`src/pkg/asw_pkg.sv`:
```
`default_nettype none
package asw_pkg;
    localparam int NUM_CH = 6;
    localparam int WORD_W = 24;
    localparam int MAP_W = 24;
    localparam int ENTRY_W = 4;
    localparam int RATE_W = 4;
    localparam int PD_W = 2;
    localparam int MODE_W = 3;
    // bit positions inside the status word
    localparam int POS_RDY = 0;
    localparam int POS_MODULATOR_SATURATION = 1;
    localparam int POS_PD_LO = 2;
    localparam int POS_RATE_LO = 4;
    localparam int POS_DOR = 9;
    localparam int POS_SERR = 15;
    localparam int POS_SCAN_RESULT_READY_LO = 16;
    localparam int POS_INRST = 22;
    // scan mode range bounds, forbidden channel numbers and reset values
    localparam logic [2:0] MODE_SCAN_LO = 3'h2;
    localparam logic [2:0] MODE_SCAN_HI = 3'h4;
    localparam logic [2:0] CH_BAD_A = 3'h6;
    localparam logic [2:0] CH_BAD_B = 3'h7;
    localparam logic [NUM_CH-1:0] SCAN_RESULT_READY_RST = 6'h00;
    localparam logic [RATE_W-1:0] RATE_RST = 4'h0;
    localparam logic [PD_W-1:0] PD_RST = 2'h0;

    // result landing in the result store
    typedef struct packed {
        logic valid;
        logic [MODE_W-1:0] chan;
        logic [RATE_W-1:0] rate;
        logic clipped;
    } asw_result_s;

    typedef struct packed {
        logic [NUM_CH-1:0] scan_result_ready;
        logic serr;
        logic digital_overrange;
        logic [RATE_W-1:0] rate;
        logic [PD_W-1:0] pd;
        logic modulator_saturation;
        logic rdy;
        logic inrst;
        logic [WORD_W-1:0] word;
        logic conv_go;
        logic conv_abort;
    } asw_state_s;
endpackage
`default_nettype wire

```
`src/hw/asw_status.sv`:
```
// How it works
// scan modes 2-4: set channel ready bit (21:16) when its result arrives
// completed read of a channel's result clears that channel's ready bit
// start of a scan mode clears all ready bits
// scan error bit 15 set when scan mode on and no channel enabled
// scan error also set when an enabled map entry selects channel 6 or 7
// conversion commands aborted while scan error set; accepted after clear
// power-down field, saturation and data-ready bits read-only, reset zero
// rate field 7:4 shows current result's rate, valid until it is read
// digital overrange bit 9 set when a result was clipped
// new result in same cycle as completing read keeps ready bit set
`timescale 1ns/10ps
`default_nettype none
module asw_status
    import asw_pkg::*;
(
    // clock and reset
    input wire logic SYS_CLK,
    input wire logic RESET_N,
    // sequencer configuration
    input wire logic [asw_pkg::MODE_W-1:0] SEQ_MODE,
    input wire logic SCAN_START,
    input wire logic [asw_pkg::MAP_W-1:0] CH_MAP_FIRST,
    input wire logic [asw_pkg::MAP_W-1:0] CH_MAP_SECOND,
    // results and reads
    input wire asw_pkg::asw_result_s RESULT,
    input wire logic READ_DONE,
    input wire logic [asw_pkg::MODE_W-1:0] READ_CHAN,
    // core status inputs
    input wire logic [asw_pkg::PD_W-1:0] POWER_DOWN_STATE,
    input wire logic MODULATOR_SATURATION,
    input wire logic DATA_READY,
    input wire logic RESET_IN_PROGRESS,
    // conversion command
    input wire logic CONV_CMD,
    output logic CONV_GO,
    output logic CONV_ABORT,
    // status word
    output logic [asw_pkg::WORD_W-1:0] CONVERTER_STATUS_WORD
);
    import asw_pkg::*;

    asw_state_s st_ff;
    asw_state_s nxt_st;

    function automatic logic scan_mode(input logic [MODE_W-1:0] m);
        scan_mode = (m >= MODE_SCAN_LO) && (m <= MODE_SCAN_HI);
    endfunction

    // map entry: enable at top bit, channel number in low bits
    function automatic logic [1:0] map_check(input logic [MAP_W-1:0] map);
        logic any_en;
        logic bad;
        logic [ENTRY_W-1:0] e;
        any_en = 1'b0;
        bad = 1'b0;
        for (int i = 0; i < MAP_W / ENTRY_W; i++) begin
            e = map[i*ENTRY_W +: ENTRY_W];
            if (e[ENTRY_W-1]) begin
                any_en = 1'b1;
                if (e[ENTRY_W-2:0] == CH_BAD_A || e[ENTRY_W-2:0] == CH_BAD_B) begin
                    bad = 1'b1;
                end
            end
        end
        map_check = {any_en, bad};
    endfunction

    logic [1:0] chk_a;
    logic [1:0] chk_b;
    logic scan_err;
    logic [NUM_CH-1:0] set_v;
    logic [NUM_CH-1:0] clr_v;

    always_comb begin
        chk_a = map_check(CH_MAP_FIRST);
        chk_b = map_check(CH_MAP_SECOND);
        // error is a live view of configuration so it clears as soon as it is fixed
        scan_err = scan_mode(SEQ_MODE) &&
                   ((!chk_a[1] && !chk_b[1]) || chk_a[0] || chk_b[0]);
        set_v = '0;
        clr_v = '0;
        if (RESULT.valid && scan_mode(SEQ_MODE) && RESULT.chan < MODE_W'(NUM_CH)) begin
            set_v[RESULT.chan] = 1'b1;
        end
        if (READ_DONE && READ_CHAN < MODE_W'(NUM_CH)) begin
            clr_v[READ_CHAN] = 1'b1;
        end
        nxt_st = st_ff;
        nxt_st.scan_result_ready = (st_ff.scan_result_ready & ~clr_v) | set_v;
        if (SCAN_START) begin
            nxt_st.scan_result_ready = SCAN_RESULT_READY_RST | set_v;
        end
        nxt_st.serr = scan_err;
        if (RESULT.valid) begin
            nxt_st.rate = RESULT.rate;
            nxt_st.digital_overrange = RESULT.clipped;
        end else if (READ_DONE) begin
            nxt_st.rate = RATE_RST;
        end
        nxt_st.pd = POWER_DOWN_STATE;
        nxt_st.modulator_saturation = MODULATOR_SATURATION;
        nxt_st.rdy = DATA_READY;
        nxt_st.inrst = RESET_IN_PROGRESS;
        nxt_st.conv_go = CONV_CMD && !scan_err;
        nxt_st.conv_abort = CONV_CMD && scan_err;
        nxt_st.word = '0;
        nxt_st.word[POS_SCAN_RESULT_READY_LO +: NUM_CH] = nxt_st.scan_result_ready;
        nxt_st.word[POS_INRST] = nxt_st.inrst;
        nxt_st.word[POS_SERR] = nxt_st.serr;
        nxt_st.word[POS_DOR] = nxt_st.digital_overrange;
        nxt_st.word[POS_RATE_LO +: RATE_W] = nxt_st.rate;
        nxt_st.word[POS_PD_LO +: PD_W] = nxt_st.pd;
        nxt_st.word[POS_MODULATOR_SATURATION] = nxt_st.modulator_saturation;
        nxt_st.word[POS_RDY] = nxt_st.rdy;
    end

    always_ff @(posedge SYS_CLK or negedge RESET_N) begin
        if (!RESET_N) begin
            st_ff <= '0;
        end else begin
            st_ff <= nxt_st;
        end
    end

    assign CONV_GO = st_ff.conv_go;
    assign CONV_ABORT = st_ff.conv_abort;
    assign CONVERTER_STATUS_WORD = st_ff.word;

    a_set_on_result: assert property (@(posedge SYS_CLK) disable iff (!RESET_N)
        RESULT.valid && scan_mode(SEQ_MODE) && RESULT.chan < MODE_W'(NUM_CH)
        |=> CONVERTER_STATUS_WORD[POS_SCAN_RESULT_READY_LO + $past(RESULT.chan)])
        else $error("ready bit not set after result");
    a_clear_on_read: assert property (@(posedge SYS_CLK) disable iff (!RESET_N)
        READ_DONE && READ_CHAN < MODE_W'(NUM_CH) && !RESULT.valid
        |=> !CONVERTER_STATUS_WORD[POS_SCAN_RESULT_READY_LO + $past(READ_CHAN)])
        else $error("ready bit not cleared by read");
    a_scan_start_clr: assert property (@(posedge SYS_CLK) disable iff (!RESET_N)
        SCAN_START && !RESULT.valid |=> CONVERTER_STATUS_WORD[POS_SCAN_RESULT_READY_LO +: NUM_CH] == '0)
        else $error("ready bits not cleared at scan start");
    // RESET_N in front keeps the release edge out: the flops are still held clear there
    a_no_chan_err: assert property (@(posedge SYS_CLK) disable iff (!RESET_N)
        RESET_N && scan_mode(SEQ_MODE) && !chk_a[1] && !chk_b[1]
        |=> CONVERTER_STATUS_WORD[POS_SERR])
        else $error("scan error missing with empty maps");
    a_bad_chan_err: assert property (@(posedge SYS_CLK) disable iff (!RESET_N)
        RESET_N && scan_mode(SEQ_MODE) && (chk_a[0] || chk_b[0])
        |=> CONVERTER_STATUS_WORD[POS_SERR])
        else $error("scan error missing with bad channel");
    a_abort_on_err: assert property (@(posedge SYS_CLK) disable iff (!RESET_N)
        RESET_N && CONV_CMD ##1 CONVERTER_STATUS_WORD[POS_SERR] |-> CONV_ABORT && !CONV_GO)
        else $error("conversion not aborted under scan error");
    a_low_bits_follow: assert property (@(posedge SYS_CLK) disable iff (!RESET_N)
        RESET_N |=> CONVERTER_STATUS_WORD[POS_PD_LO +: PD_W] == $past(POWER_DOWN_STATE))
        else $error("power-down field wrong");
    a_rate_capture: assert property (@(posedge SYS_CLK) disable iff (!RESET_N)
        RESULT.valid |=> CONVERTER_STATUS_WORD[POS_RATE_LO +: RATE_W] == $past(RESULT.rate))
        else $error("rate field wrong");
    a_overrange: assert property (@(posedge SYS_CLK) disable iff (!RESET_N)
        RESULT.valid && RESULT.clipped |=> CONVERTER_STATUS_WORD[POS_DOR])
        else $error("overrange bit not set");
    a_set_beats_clr: assert property (@(posedge SYS_CLK) disable iff (!RESET_N)
        RESULT.valid && scan_mode(SEQ_MODE) && READ_DONE && READ_CHAN == RESULT.chan
        && RESULT.chan < MODE_W'(NUM_CH)
        |=> CONVERTER_STATUS_WORD[POS_SCAN_RESULT_READY_LO + $past(READ_CHAN)])
        else $error("ready bit lost on simultaneous read");

    a_scan_result_ready_hold: assert property (@(posedge SYS_CLK) disable iff (!RESET_N)
        RESET_N && !RESULT.valid && !READ_DONE && !SCAN_START
        |=> $stable(CONVERTER_STATUS_WORD[POS_SCAN_RESULT_READY_LO +: NUM_CH]))
        else $error("ready bits moved without cause");
    a_no_set_idle: assert property (@(posedge SYS_CLK) disable iff (!RESET_N)
        RESET_N && RESULT.valid && !scan_mode(SEQ_MODE) && !READ_DONE && !SCAN_START
        |=> $stable(CONVERTER_STATUS_WORD[POS_SCAN_RESULT_READY_LO +: NUM_CH]))
        else $error("ready bit set outside scan modes");
    a_bad_result_chan: assert property (@(posedge SYS_CLK) disable iff (!RESET_N)
        RESET_N && RESULT.valid && RESULT.chan >= MODE_W'(NUM_CH) && !READ_DONE && !SCAN_START
        |=> $stable(CONVERTER_STATUS_WORD[POS_SCAN_RESULT_READY_LO +: NUM_CH]))
        else $error("ready bits moved for missing channel");
    a_start_keeps_new: assert property (@(posedge SYS_CLK) disable iff (!RESET_N)
        SCAN_START && RESULT.valid && scan_mode(SEQ_MODE) && RESULT.chan < MODE_W'(NUM_CH)
        |=> $onehot(CONVERTER_STATUS_WORD[POS_SCAN_RESULT_READY_LO +: NUM_CH])
        && CONVERTER_STATUS_WORD[POS_SCAN_RESULT_READY_LO + $past(RESULT.chan)])
        else $error("scan start kept stale or lost new ready bit");

    a_serr_off: assert property (@(posedge SYS_CLK) disable iff (!RESET_N)
        !scan_mode(SEQ_MODE) |=> !CONVERTER_STATUS_WORD[POS_SERR])
        else $error("scan error outside scan modes");
    a_serr_clean_cfg: assert property (@(posedge SYS_CLK) disable iff (!RESET_N)
        scan_mode(SEQ_MODE) && (chk_a[1] || chk_b[1]) && !chk_a[0] && !chk_b[0]
        |=> !CONVERTER_STATUS_WORD[POS_SERR])
        else $error("scan error with sound maps");

    a_go_no_err: assert property (@(posedge SYS_CLK) disable iff (!RESET_N)
        RESET_N && CONV_CMD ##1 !CONVERTER_STATUS_WORD[POS_SERR]
        |-> CONV_GO && !CONV_ABORT)
        else $error("conversion refused without scan error");
    a_no_cmd_quiet: assert property (@(posedge SYS_CLK) disable iff (!RESET_N)
        !CONV_CMD |=> !CONV_GO && !CONV_ABORT)
        else $error("conversion outcome without command");

    // no disable here: this one is about reset itself
    a_reset_clear: assert property (@(posedge SYS_CLK)
        !RESET_N |-> CONVERTER_STATUS_WORD == '0 && !CONV_GO && !CONV_ABORT)
        else $error("outputs not cleared in reset");
    a_sat_follow: assert property (@(posedge SYS_CLK) disable iff (!RESET_N)
        RESET_N |=> CONVERTER_STATUS_WORD[POS_MODULATOR_SATURATION] == $past(MODULATOR_SATURATION))
        else $error("saturation bit wrong");
    a_ready_follow: assert property (@(posedge SYS_CLK) disable iff (!RESET_N)
        RESET_N |=> CONVERTER_STATUS_WORD[POS_RDY] == $past(DATA_READY))
        else $error("data-ready bit wrong");

    a_rate_clear: assert property (@(posedge SYS_CLK) disable iff (!RESET_N)
        READ_DONE && !RESULT.valid |=> CONVERTER_STATUS_WORD[POS_RATE_LO +: RATE_W] == RATE_RST)
        else $error("rate field kept after read");
    a_rate_hold: assert property (@(posedge SYS_CLK) disable iff (!RESET_N)
        RESET_N && !READ_DONE && !RESULT.valid
        |=> $stable(CONVERTER_STATUS_WORD[POS_RATE_LO +: RATE_W]))
        else $error("rate field moved without cause");
    a_dor_clear: assert property (@(posedge SYS_CLK) disable iff (!RESET_N)
        RESULT.valid && !RESULT.clipped |=> !CONVERTER_STATUS_WORD[POS_DOR])
        else $error("overrange bit kept on clean result");
    a_dor_hold: assert property (@(posedge SYS_CLK) disable iff (!RESET_N)
        RESET_N && !RESULT.valid |=> $stable(CONVERTER_STATUS_WORD[POS_DOR]))
        else $error("overrange bit moved without result");
endmodule
`default_nettype wire

```
`config.mk`:
```
export PLATFORM = sky130hd
export DESIGN_NAME = asw_status
export DESIGN_NICKNAME = d
export VERILOG_FILES = /design/src/pkg/asw_pkg.sv /design/src/hw/asw_status.sv
export SDC_FILE = /design/constraint.sdc
export NUM_CORES = 1
export LEC_CHECK = 0
export BUFFER_PORTS_ARGS = -buffer_cell sky130_fd_sc_hd__buf_4
export CAP_MARGIN = 20
export CORE_AREA = 2 2 59 61
export DETAILED_ROUTE_END_ITERATION = 8
export DIE_AREA = 0 0 61 63
export GPL_TIMING_DRIVEN = 0
export PLACE_DENSITY = 0.81
export SETUP_SLACK_MARGIN = 0.3
export SLEW_MARGIN = 20
export SYNTH_ARGS = -nofsm -noshare
export SYNTH_HDL_FRONTEND = slang
export SYNTH_SLANG_ARGS = --single-unit
```
`constraint.sdc`:
```
create_clock -name SYS_CLK -period 0.95 [get_ports SYS_CLK]
set_input_delay 0.0475 -clock SYS_CLK [delete_from_list [all_inputs] [get_ports SYS_CLK]]
set_output_delay 0.0475 -clock SYS_CLK [all_outputs]
set_load 0.03 [all_outputs]
```
==> results.yml, run 1 <==
timing:
  clock-skew-final_ns: 0
  rsz0062_at_grt: "yes"
  fin_ws_ns: 0.0574
  period_needed_ns: 0.893
  report.final.slew_viol_count: 0
  setup_violations: 0
  fin_crit_sh_pct: 94.0
  fmax_mhz: 1120
  hold-worst-slack_ns: -0.0250
  finalHoldViolCount: 5
pwr:
  power_mw: 1.95
  p_comb_share_pct: 35.1
  switchingPower_mw: 0.560
  p_int_mw: 1.39
  peakVddDrop_mv: 0.389
  p_clk_share_pct: 19.5
  seq_power_share_pct: 45.4
  leakagePower_nw: 0.915
  power_density_mw_per_mm2: 1020
  swShare_pct: 28.7
grt:
  antenna_found_initial: 0
  track_usage_pct: 14.3
  grt-ovfl-total: 0
  grt_pass1_wl_um: 4200
  grt_pass1_vias: 1057
  grt_max_degree: 20
  globalRouteMet3Util_pct: 4.76
  top_usage_layer: "met2"
  grt_util_met2_pct: 27.6
  grt_use_met1_pct: 14.0
clock_network:
  cts_tree: "done"
  clk_pin_slew_ns: 0.10
  cts_max_level: 1
  clk_latency_ns: 0.28
  cts_sinks: 19
  cts_buffers: 3
  cts_max_path_buffers: 2
  cts_root_buffer: "clkbuf_4"
  holdBufCountCts: 7
detailed_routing:
  wl_per_cell_um: 12.2
  first_pass_iters: 3
  num_vias: 1039
  drt-total-wl_um: 2790
  drt_iter0_drc: 21
  antenna_left: 0
  drc: 0
  vias_per_cell: 4.56
die:
  die_h_um: 63
  row_count: 21
  ioPinCount: 99
  initial_core_util_pct: 28.1
  die-area_mm2: 0.00384
  fp.coreArea_mm2: 0.00323
  die-width_um: 61
synth:
  synth-main-ff-cell: "dfrtp_1"
  synth_edf_count: 0
  netlist_area_um2: 910
  synth-seq-area-share_pct: 52.3
  synth_cell_types: 24
  postSynthCellCount: 84
  synth_warnings: 0
  avgSynthCellArea_um2: 10.8
  ys_seq_elements: 19
  postSynth.asyncResetShare_pct: 100
final_layout:
  n_antenna_cell: 0
  syn_to_final_growth_pct: 110
  layout.cells.most_common: "buf_4"
  regArea_um2: 489
  design_area_mm2: 0.00191
  final_nets: 256
  drive_gt1_share_pct: 67.0
  finalCoreUtilization_pct: 59.2
  multi_input_area_um2: 479
  num-fill-cells: 278
  final_cell_mix: "62 x buf_4, 25 x buf_6, 11 x dfrtp_2"
job:
  cap_violations: 0
worst_setup_path:
  path_max_fanout: 2
  r2r_start: "CONVERTER_STATUS_WORD[4]$_DFFE_PN0P_"
  cp.arrival_ns: 0.85
  critPathTopFamily: "flip-flops"
  r2r.worst_path.cells: 2
  r2r_end: "CONVERTER_STATUS_WORD[4]$_DFFE_PN0P_"
  start_kind: "flop"
  path_class: "reg2out"
  r2r_setup_slack_ns: 0.13
  cp_slowest_cell: "dfrtp_2"
  crit_buf_inv: 1
  worstSetupEndpointType: "output port"
  crit_path_max_incr_delay_ns: 0.42
  required_ns: 0.90
  path_depth: 1
  crit_chain: "buf_6"
place:
  hpwl_um: 2260
  port_buffers: 78
  place.gp.congestion: 0.800
  dpl_worst_slack_ns: -0.139
  dpl_cell_area_mm2: 0.00165
min_path:
  hold_path_startpoint: "RESULT[6]"
  holdPathStages: 2
  min_to: "CONVERTER_STATUS_WORD[16]$_DFF_PN0_"
  hp-class: "in2reg"
status:
  status: "finished with violations"
  failed_checks: "negative hold slack"
## cell families (layout without fill, tap and decap cells)
| family | Yosys count | count (layout) | synth area share [%] |
|---|---|---|---|
| buffers and inverters | 14 | 106 | 8.80 |
| AND/OR/NAND/NOR | 34 | 34 | 23.4 |
| AO/OA/AOI/OAI | 14 | 14 | 12.4 |
| other | 1 | 7 | 0.412 |
| multiplexers | 2 | 2 | 2.75 |
| flip-flops | 19 | 19 | 52.3 |
## sequential cells by signal (all words and copies together), names as in the netlist
register,cells
CONVERTER_STATUS_WORD,12
st_ff,5
CONV_ABORT,1
CONV_GO,1
## final cells by class
class | count | area share, %
Tap cell | 46 | 3.01
Inverter | 6 | 1.18
Sequential cell | 19 | 25.6
Buffer | 8 | 3.01
Timing Repair Buffer | 88 | 40.8
Multi-Input combinational cell | 57 | 25.1
Clock buffer | 4 | 1.37
## per-layer routing
metal / wire [µm] / vias up
li1: - / 496
met1: 960 / 466
met2: 1460 / 75
met3: 358 / 2
met4: 10 / 0
met5: 0 / -
## synth_stat cells, types with 2 or more instances
cell type	count	area, µm²
dfrtp_1	19	475
nand3_1	13	65.1
buf_4	7	52.6
inv_1	6	22.5
nand2_1	5	18.8
a22o_1	4	35.0
nand4_1	3	18.8
nor4_1	3	18.8
nor4b_1	3	26.3
o311ai_0	3	26.3
o32ai_1	3	26.3
nor2_1	2	7.51
o21ai_0	2	10.0
## stage by stage
stage,TNS (ns),std cells,hold WS (ns)
after floorplan,0,90,-0.248
after global placement,-0.143,214,-0.0714
after detailed placement,-0.365,214,-0.0689
after CTS,0,227,-0.0305
after global routing,0,228,-0.0454
final,0,228,-0.0250
## power groups by stage
| stage | clock network [mW] | logic [mW] | registers [mW] |
|---|---|---|---|
| 2_1_floorplan | 0 | 0.179 | 0.988 |
| 3_3_place_gp | 0 | 0.594 | 0.890 |
| 3_5_place_dp | 0 | 0.600 | 0.892 |
| 4_1_cts | 0.400 | 0.680 | 0.885 |
| 5_1_grt | 0.431 | 0.729 | 0.889 |
| 6_report | 0.380 | 0.683 | 0.884 |
## how the worst max path moves through the flow
stage                                               startpoint                              endpoint
after floorplan           CONVERTER_STATUS_WORD[9]$_DFFE_PN0P_  CONVERTER_STATUS_WORD[9]$_DFFE_PN0P_
after global placement                        CH_MAP_FIRST[15]                     CONV_GO$_DFF_PN0_
after detailed placement                      CH_MAP_FIRST[15]                     CONV_GO$_DFF_PN0_
after CTS                 CONVERTER_STATUS_WORD[5]$_DFFE_PN0P_              CONVERTER_STATUS_WORD[5]
after global routing      CONVERTER_STATUS_WORD[5]$_DFFE_PN0P_              CONVERTER_STATUS_WORD[5]
final                      CONVERTER_STATUS_WORD[16]$_DFF_PN0_             CONVERTER_STATUS_WORD[16]
## what timing repair did
item                       in CTS  in global routing
hold endpoints to repair       32                  7
pin swaps                       9                  5
resized for setup              33                  2
buffers inserted                2                  1
setup endpoints to repair      33                 33
Note: power is estimated with default switching activity, not from simulation.
==> run 2, diff against run 1 <==
Settings changed: TNS_END_PERCENT set to 50.
Clock period 0.95 ns to 1.1 ns, I/O delays scaled along.
==> run 2 against run 1 <==
Hold slack got worse by 0.010 ns; sequential power fell by 14%; critical path depth did not move; routed wire length fell by 0.32%; sequential share of layout area rose by 0.70 points; highest routed layer unchanged; the run still ends with negative hold slack left.
==> results.yml, run 2 (synthesis results as in run 1) <==
worst_setup_path:
  cp.arrival_ns: 0.85
  crit_chain: "buf_6"
  worstSetupEndpointType: "output port"
  crit_path_max_incr_delay_ns: 0.42
  critPathTopFamily: "flip-flops"
  crit_buf_inv: 1
  start_kind: "flop"
  cp_slowest_cell: "dfrtp_2"
  path_max_fanout: 2
  r2r_setup_slack_ns: 0.28
  path_class: "reg2out"
  required_ns: 1.04
pwr:
  leakagePower_nw: 0.908
  power_density_mw_per_mm2: 919
  peakVddDrop_mv: 0.367
  power_mw: 1.68
die:
  die_h_um: 63
  die-width_um: 61
  die-area_mm2: 0.00384
  ioPinCount: 99
  fp.coreArea_mm2: 0.00323
  initial_core_util_pct: 28.1
  row_count: 21
grt:
  grt_pass1_wl_um: 4390
  grt-ovfl-total: 0
  track_usage_pct: 15.0
  grt_max_degree: 20
  grt_pass1_vias: 1140
  antenna_found_initial: 0
final_layout:
  n_antenna_cell: 0
  multi_input_area_um2: 384
  num-fill-cells: 279
  largest_reg_flops: 12
  final_cell_mix: "74 x buf_4, 16 x dfrtp_1, 15 x buf_6"
  layoutNonFillerInstCount: 234
  final_nets: 262
  syn_to_final_growth_pct: 100
  finalCoreUtilization_pct: 56.4
  design_area_mm2: 0.00182
  regArea_um2: 479
  layout.cells.most_common: "buf_4"
  drive_gt1_share_pct: 54.8
status:
  status: "finished with violations"
  failed_checks: "negative hold slack"
place:
  place.gp.congestion: 0.863
  hpwl_um: 2240
  dpl_cell_area_mm2: 0.00158
  dpl_worst_slack_ns: 0.0303
  port_buffers: 78
  place_inst: 214
timing:
  setup_violations: 0
  rsz0062_at_grt: "yes"
  fmax_mhz: 1100
  hold-worst-slack_ns: -0.0355
  finalHoldViolCount: 3
  fin_setup_tns_ns: 0
  report.final.slew_viol_count: 0
  fin_ws_ns: 0.193
  fin_crit_sh_pct: 82.5
  period_needed_ns: 0.907
  clock-skew-final_ns: 0
clock_network:
  clk_latency_ns: 0.30
  holdBufCountCts: 12
  clk_pin_slew_ns: 0.11
  cts_root_buffer: "clkbuf_4"
  cts_max_path_buffers: 2
  cts_buffers: 3
  cts_sinks: 19
  cts_max_level: 1
  cts_tree: "done"
detailed_routing:
  drt_iter0_drc: 81
  antenna_left: 0
  vias_per_cell: 4.58
  drc: 0
  drt-total-wl_um: 2780
  first_pass_iters: 4
  num_vias: 1072
  wl_per_cell_um: 11.9
min_path:
  hp-class: "in2reg"
job:
  cap_violations: 0
==> run 2: cell count changes in the layout (fill, tap and decap cells not counted), moves of 3 or more <==
cell	before	now
dfrtp_2	11	3
o311ai_1	3	0
buf_6	25	15
nand3_2	5	0
dlygate4sd3_1	7	12
buf_4	62	74
nor4_1	0	3
dfrtp_1	8	16
nand3_1	8	13
==> run 2: layout make-up <==
type / instances / share of cell area, %
repair buffers: 94 / 43.4
flip-flops and latches: 19 / 26.3
multi-input cells: 57 / 21.1
plain buffers: 8 / 3.16
well taps: 46 / 3.16
clock buffers: 3 / 1.24
inverters: 6 / 1.24
clock inverters: 1 / 0.412
==> run 2: repair_timing <==
item                                    in CTS  in global routing
endpoints found under the hold margin       33                  3
buffers inserted                             3                  1
endpoints found under the setup margin      19                 25
pin swaps                                    0                  0
resized for setup                           10                  7
==> run 2: per-layer routing <==
layer | vias up | wire length, µm | global-route usage, %
met5 | - | 0 | 0
met1 | 485 | 931 | 14.6
met2 | 73 | 1490 | 29.7
li1 | 510 | - | -
met4 | 0 | 19 | 5.16
met3 | 4 | 338 | 2.28
==> run 2: path summary, 6_finish.rpt <==
path                                                      start                              endpoint  cells after the start
max in group asynchronous                               RESET_N  CONVERTER_STATUS_WORD[9]$_DFFE_PN0P_                      2
max                                         st_ff[38]$_DFF_PN0_             CONVERTER_STATUS_WORD[17]                      1
min                                                   RESULT[6]                   st_ff[41]$_DFF_PN0_                      2
min reg2reg                CONVERTER_STATUS_WORD[7]$_DFFE_PN0P_  CONVERTER_STATUS_WORD[7]$_DFFE_PN0P_                      1
max reg2reg                                 st_ff[40]$_DFF_PN0_                   st_ff[40]$_DFF_PN0_                      3
min in group asynchronous                               RESET_N   CONVERTER_STATUS_WORD[16]$_DFF_PN0_                      2
==> run 2: worst register-to-register path, stage by stage (launching register included) <==
cell and delay (ns):
dfrtp_1 0.40, buf_4 0.14, o311ai_2 0.06, o31ai_1 0.11
==> run 2: report_power, final <==
| group | switching [mW] | internal [mW] | leakage, nW |
|---|---|---|---|
| combinational | 0.258 | 0.304 | 0.656 |
| clock | 0.213 | 0.138 | 0.0139 |
| sequential | 0.0232 | 0.738 | 0.237 |
==> run 3, diff against run 2 <==
Settings changed: PLACE_DENSITY 0.81 to 0.83.
Clock period 1.1 ns to 0.8 ns, I/O delays scaled along.
==> run 3 against run 2 <==
The flow finishes with violations (negative hold slack, negative setup slack); utilization increased by 3.4 points; cell area increased by 6.0%; highest routed layer unchanged; largest cell class unchanged; register-to-register slack got worse by 0.30 ns; via count decreased by 0.28%; critical path depth unchanged; critical endpoint is now CONVERTER_STATUS_WORD[20].
==> results.yml, run 3 (synthesis results as in run 1) <==
timing:
  clock-skew-final_ns: 0
  report.final.slew_viol_count: 0
  finalHoldViolCount: 10
  rsz0062_at_grt: "yes"
  hold-worst-slack_ns: -0.133
  fin_ws_ns: -0.0884
  fmax_mhz: 1130
  period_needed_ns: 0.888
  setup_violations: 22
  fin_crit_sh_pct: 111
die:
  die-width_um: 61
  fp.coreArea_mm2: 0.00323
  die-area_mm2: 0.00384
  initial_core_util_pct: 28.1
  ioPinCount: 99
  die_h_um: 63
  row_count: 21
worst_setup_path:
  crit_chain: "buf_6"
  path_depth: 1
  cp_slowest_cell: "dfrtp_2"
  start_kind: "flop"
  path_class: "reg2out"
  r2r.worst_path.cells: 2
  required_ns: 0.76
  crit_path_max_incr_delay_ns: 0.43
  path_max_fanout: 2
  worstSetupEndpointType: "output port"
  critPathTopFamily: "flip-flops"
  cp.arrival_ns: 0.85
  crit_buf_inv: 1
min_path:
  holdPathStages: 1
  hp-class: "in2reg"
pwr:
  seq_power_share_pct: 45.2
  peakVddDrop_mv: 0.377
  power_density_mw_per_mm2: 1210
  p_clk_share_pct: 19.6
  leakagePower_nw: 0.917
  switchingPower_mw: 0.673
  swShare_pct: 28.9
  p_comb_share_pct: 35.3
  p_int_mw: 1.66
detailed_routing:
  drt_iter0_drc: 56
  drt-total-wl_um: 2730
  wl_per_cell_um: 12.1
  vias_per_cell: 4.73
  drc: 0
  first_pass_iters: 4
  num_vias: 1069
  antenna_left: 0
clock_network:
  cts_sinks: 19
  cts_max_path_buffers: 2
  cts_max_level: 1
  clk_pin_slew_ns: 0.09
  cts_root_buffer: "clkbuf_4"
  cts_tree: "done"
  cts_buffers: 3
  clk_latency_ns: 0.28
final_layout:
  layout.cells.most_common: "buf_4"
  drive_gt1_share_pct: 68.9
  n_antenna_cell: 0
  final_cell_mix: "57 x buf_4, 29 x buf_6, 11 x dfrtp_2"
  final_nets: 254
  largest_reg_flops: 12
  syn_to_final_growth_pct: 112
grt:
  grt_max_degree: 20
  track_usage_pct: 14.9
  grt_pass1_vias: 1123
  grt-ovfl-total: 0
  antenna_found_initial: 0
  grt_pass1_wl_um: 4400
status:
  status: "finished with violations"
  failed_checks: "negative hold slack, negative setup slack"
place:
  port_buffers: 78
  hpwl_um: 2250
  dpl_worst_slack_ns: -0.265
  place.gp.congestion: 0.811
job:
  cap_violations: 0
## run 3: area by class of cell
| cell class | count | area (µm²) |
|---|---|---|
| fillers | 260 | 1300 |
| multi-input cells | 57 | 497 |
| plain buffers | 8 | 57.6 |
| repair buffers | 86 | 782 |
| clock buffers | 4 | 26.3 |
| flip-flops and latches | 19 | 489 |
| inverters | 6 | 22.5 |
| well taps | 46 | 57.6 |
## run 3: final timing paths
path	start	to	slack, ns
max	st_ff[41]$_DFF_PN0_	CONVERTER_STATUS_WORD[20]	-0.09
min	POWER_DOWN_STATE[0]	CONVERTER_STATUS_WORD[2]$_DFF_PN0_	-0.13
max reg2reg	st_ff[33]$_DFFE_PN0P_	st_ff[33]$_DFFE_PN0P_	-0.02
min reg2reg	CONVERTER_STATUS_WORD[7]$_DFFE_PN0P_	CONVERTER_STATUS_WORD[7]$_DFFE_PN0P_	0.54
max in group asynchronous	RESET_N	st_ff[41]$_DFF_PN0_	0.43
min in group asynchronous	RESET_N	CONVERTER_STATUS_WORD[15]$_DFF_PN0_	0.15
## run 3: what timing repair did
action | CTS | global route
gates resized for setup | 38 | 5
hold buffers | 1 | 4
pin swaps | 12 | 10
buffers inserted | 2 | 1
setup endpoints to repair | 33 | 33
endpoints found under the hold margin | 33 | 14
cloned | 0 | 0
## run 3: worst register-to-register path, delay by kind of cell, from the launching register on
kind                   cells  cell delay [ns]
buffers and inverters      1             0.13
AO/OA/AOI/OAI              1             0.16
flip-flops                 1             0.42
## run 3: stage by stage
stage / setup TNS (ns) / std cells / area, µm² / utilization (%) / power (mW)
global placement: -1.13 / 214 / 1650 / 51.0 / 1.76
global route: -2.11 / 226 / 1930 / 59.8 / 2.46
CTS: -1.66 / 221 / 1870 / 57.7 / 2.34
floorplan: -0.0524 / 90 / 1010 / - / 1.39
detailed placement: -1.33 / 214 / 1650 / 51.0 / 1.78
finish: -1.36 / 226 / 1930 / 59.8 / 2.33
## run 3: routing by layer
| metal | vias to the layer above | share of wire [%] | global-route usage, % |
|---|---|---|---|
| li1 | 492 | - | - |
| met1 | 501 | 35 | 16.1 |
| met2 | 74 | 53 | 28.1 |
| met3 | 2 | 11 | 2.28 |
| met4 | 0 | 0.51 | 4.62 |
| met5 | - | 0 | 0 |
## run 3: power by group through the flow
stage	combinational, mW	clock, mW	sequential [mW]
6_report	0.823	0.456	1.05
5_1_grt	0.883	0.517	1.06
4_1_cts	0.800	0.488	1.05
3_5_place_dp	0.714	0	1.06
3_3_place_gp	0.704	0	1.06
2_1_floorplan	0.213	0	1.17
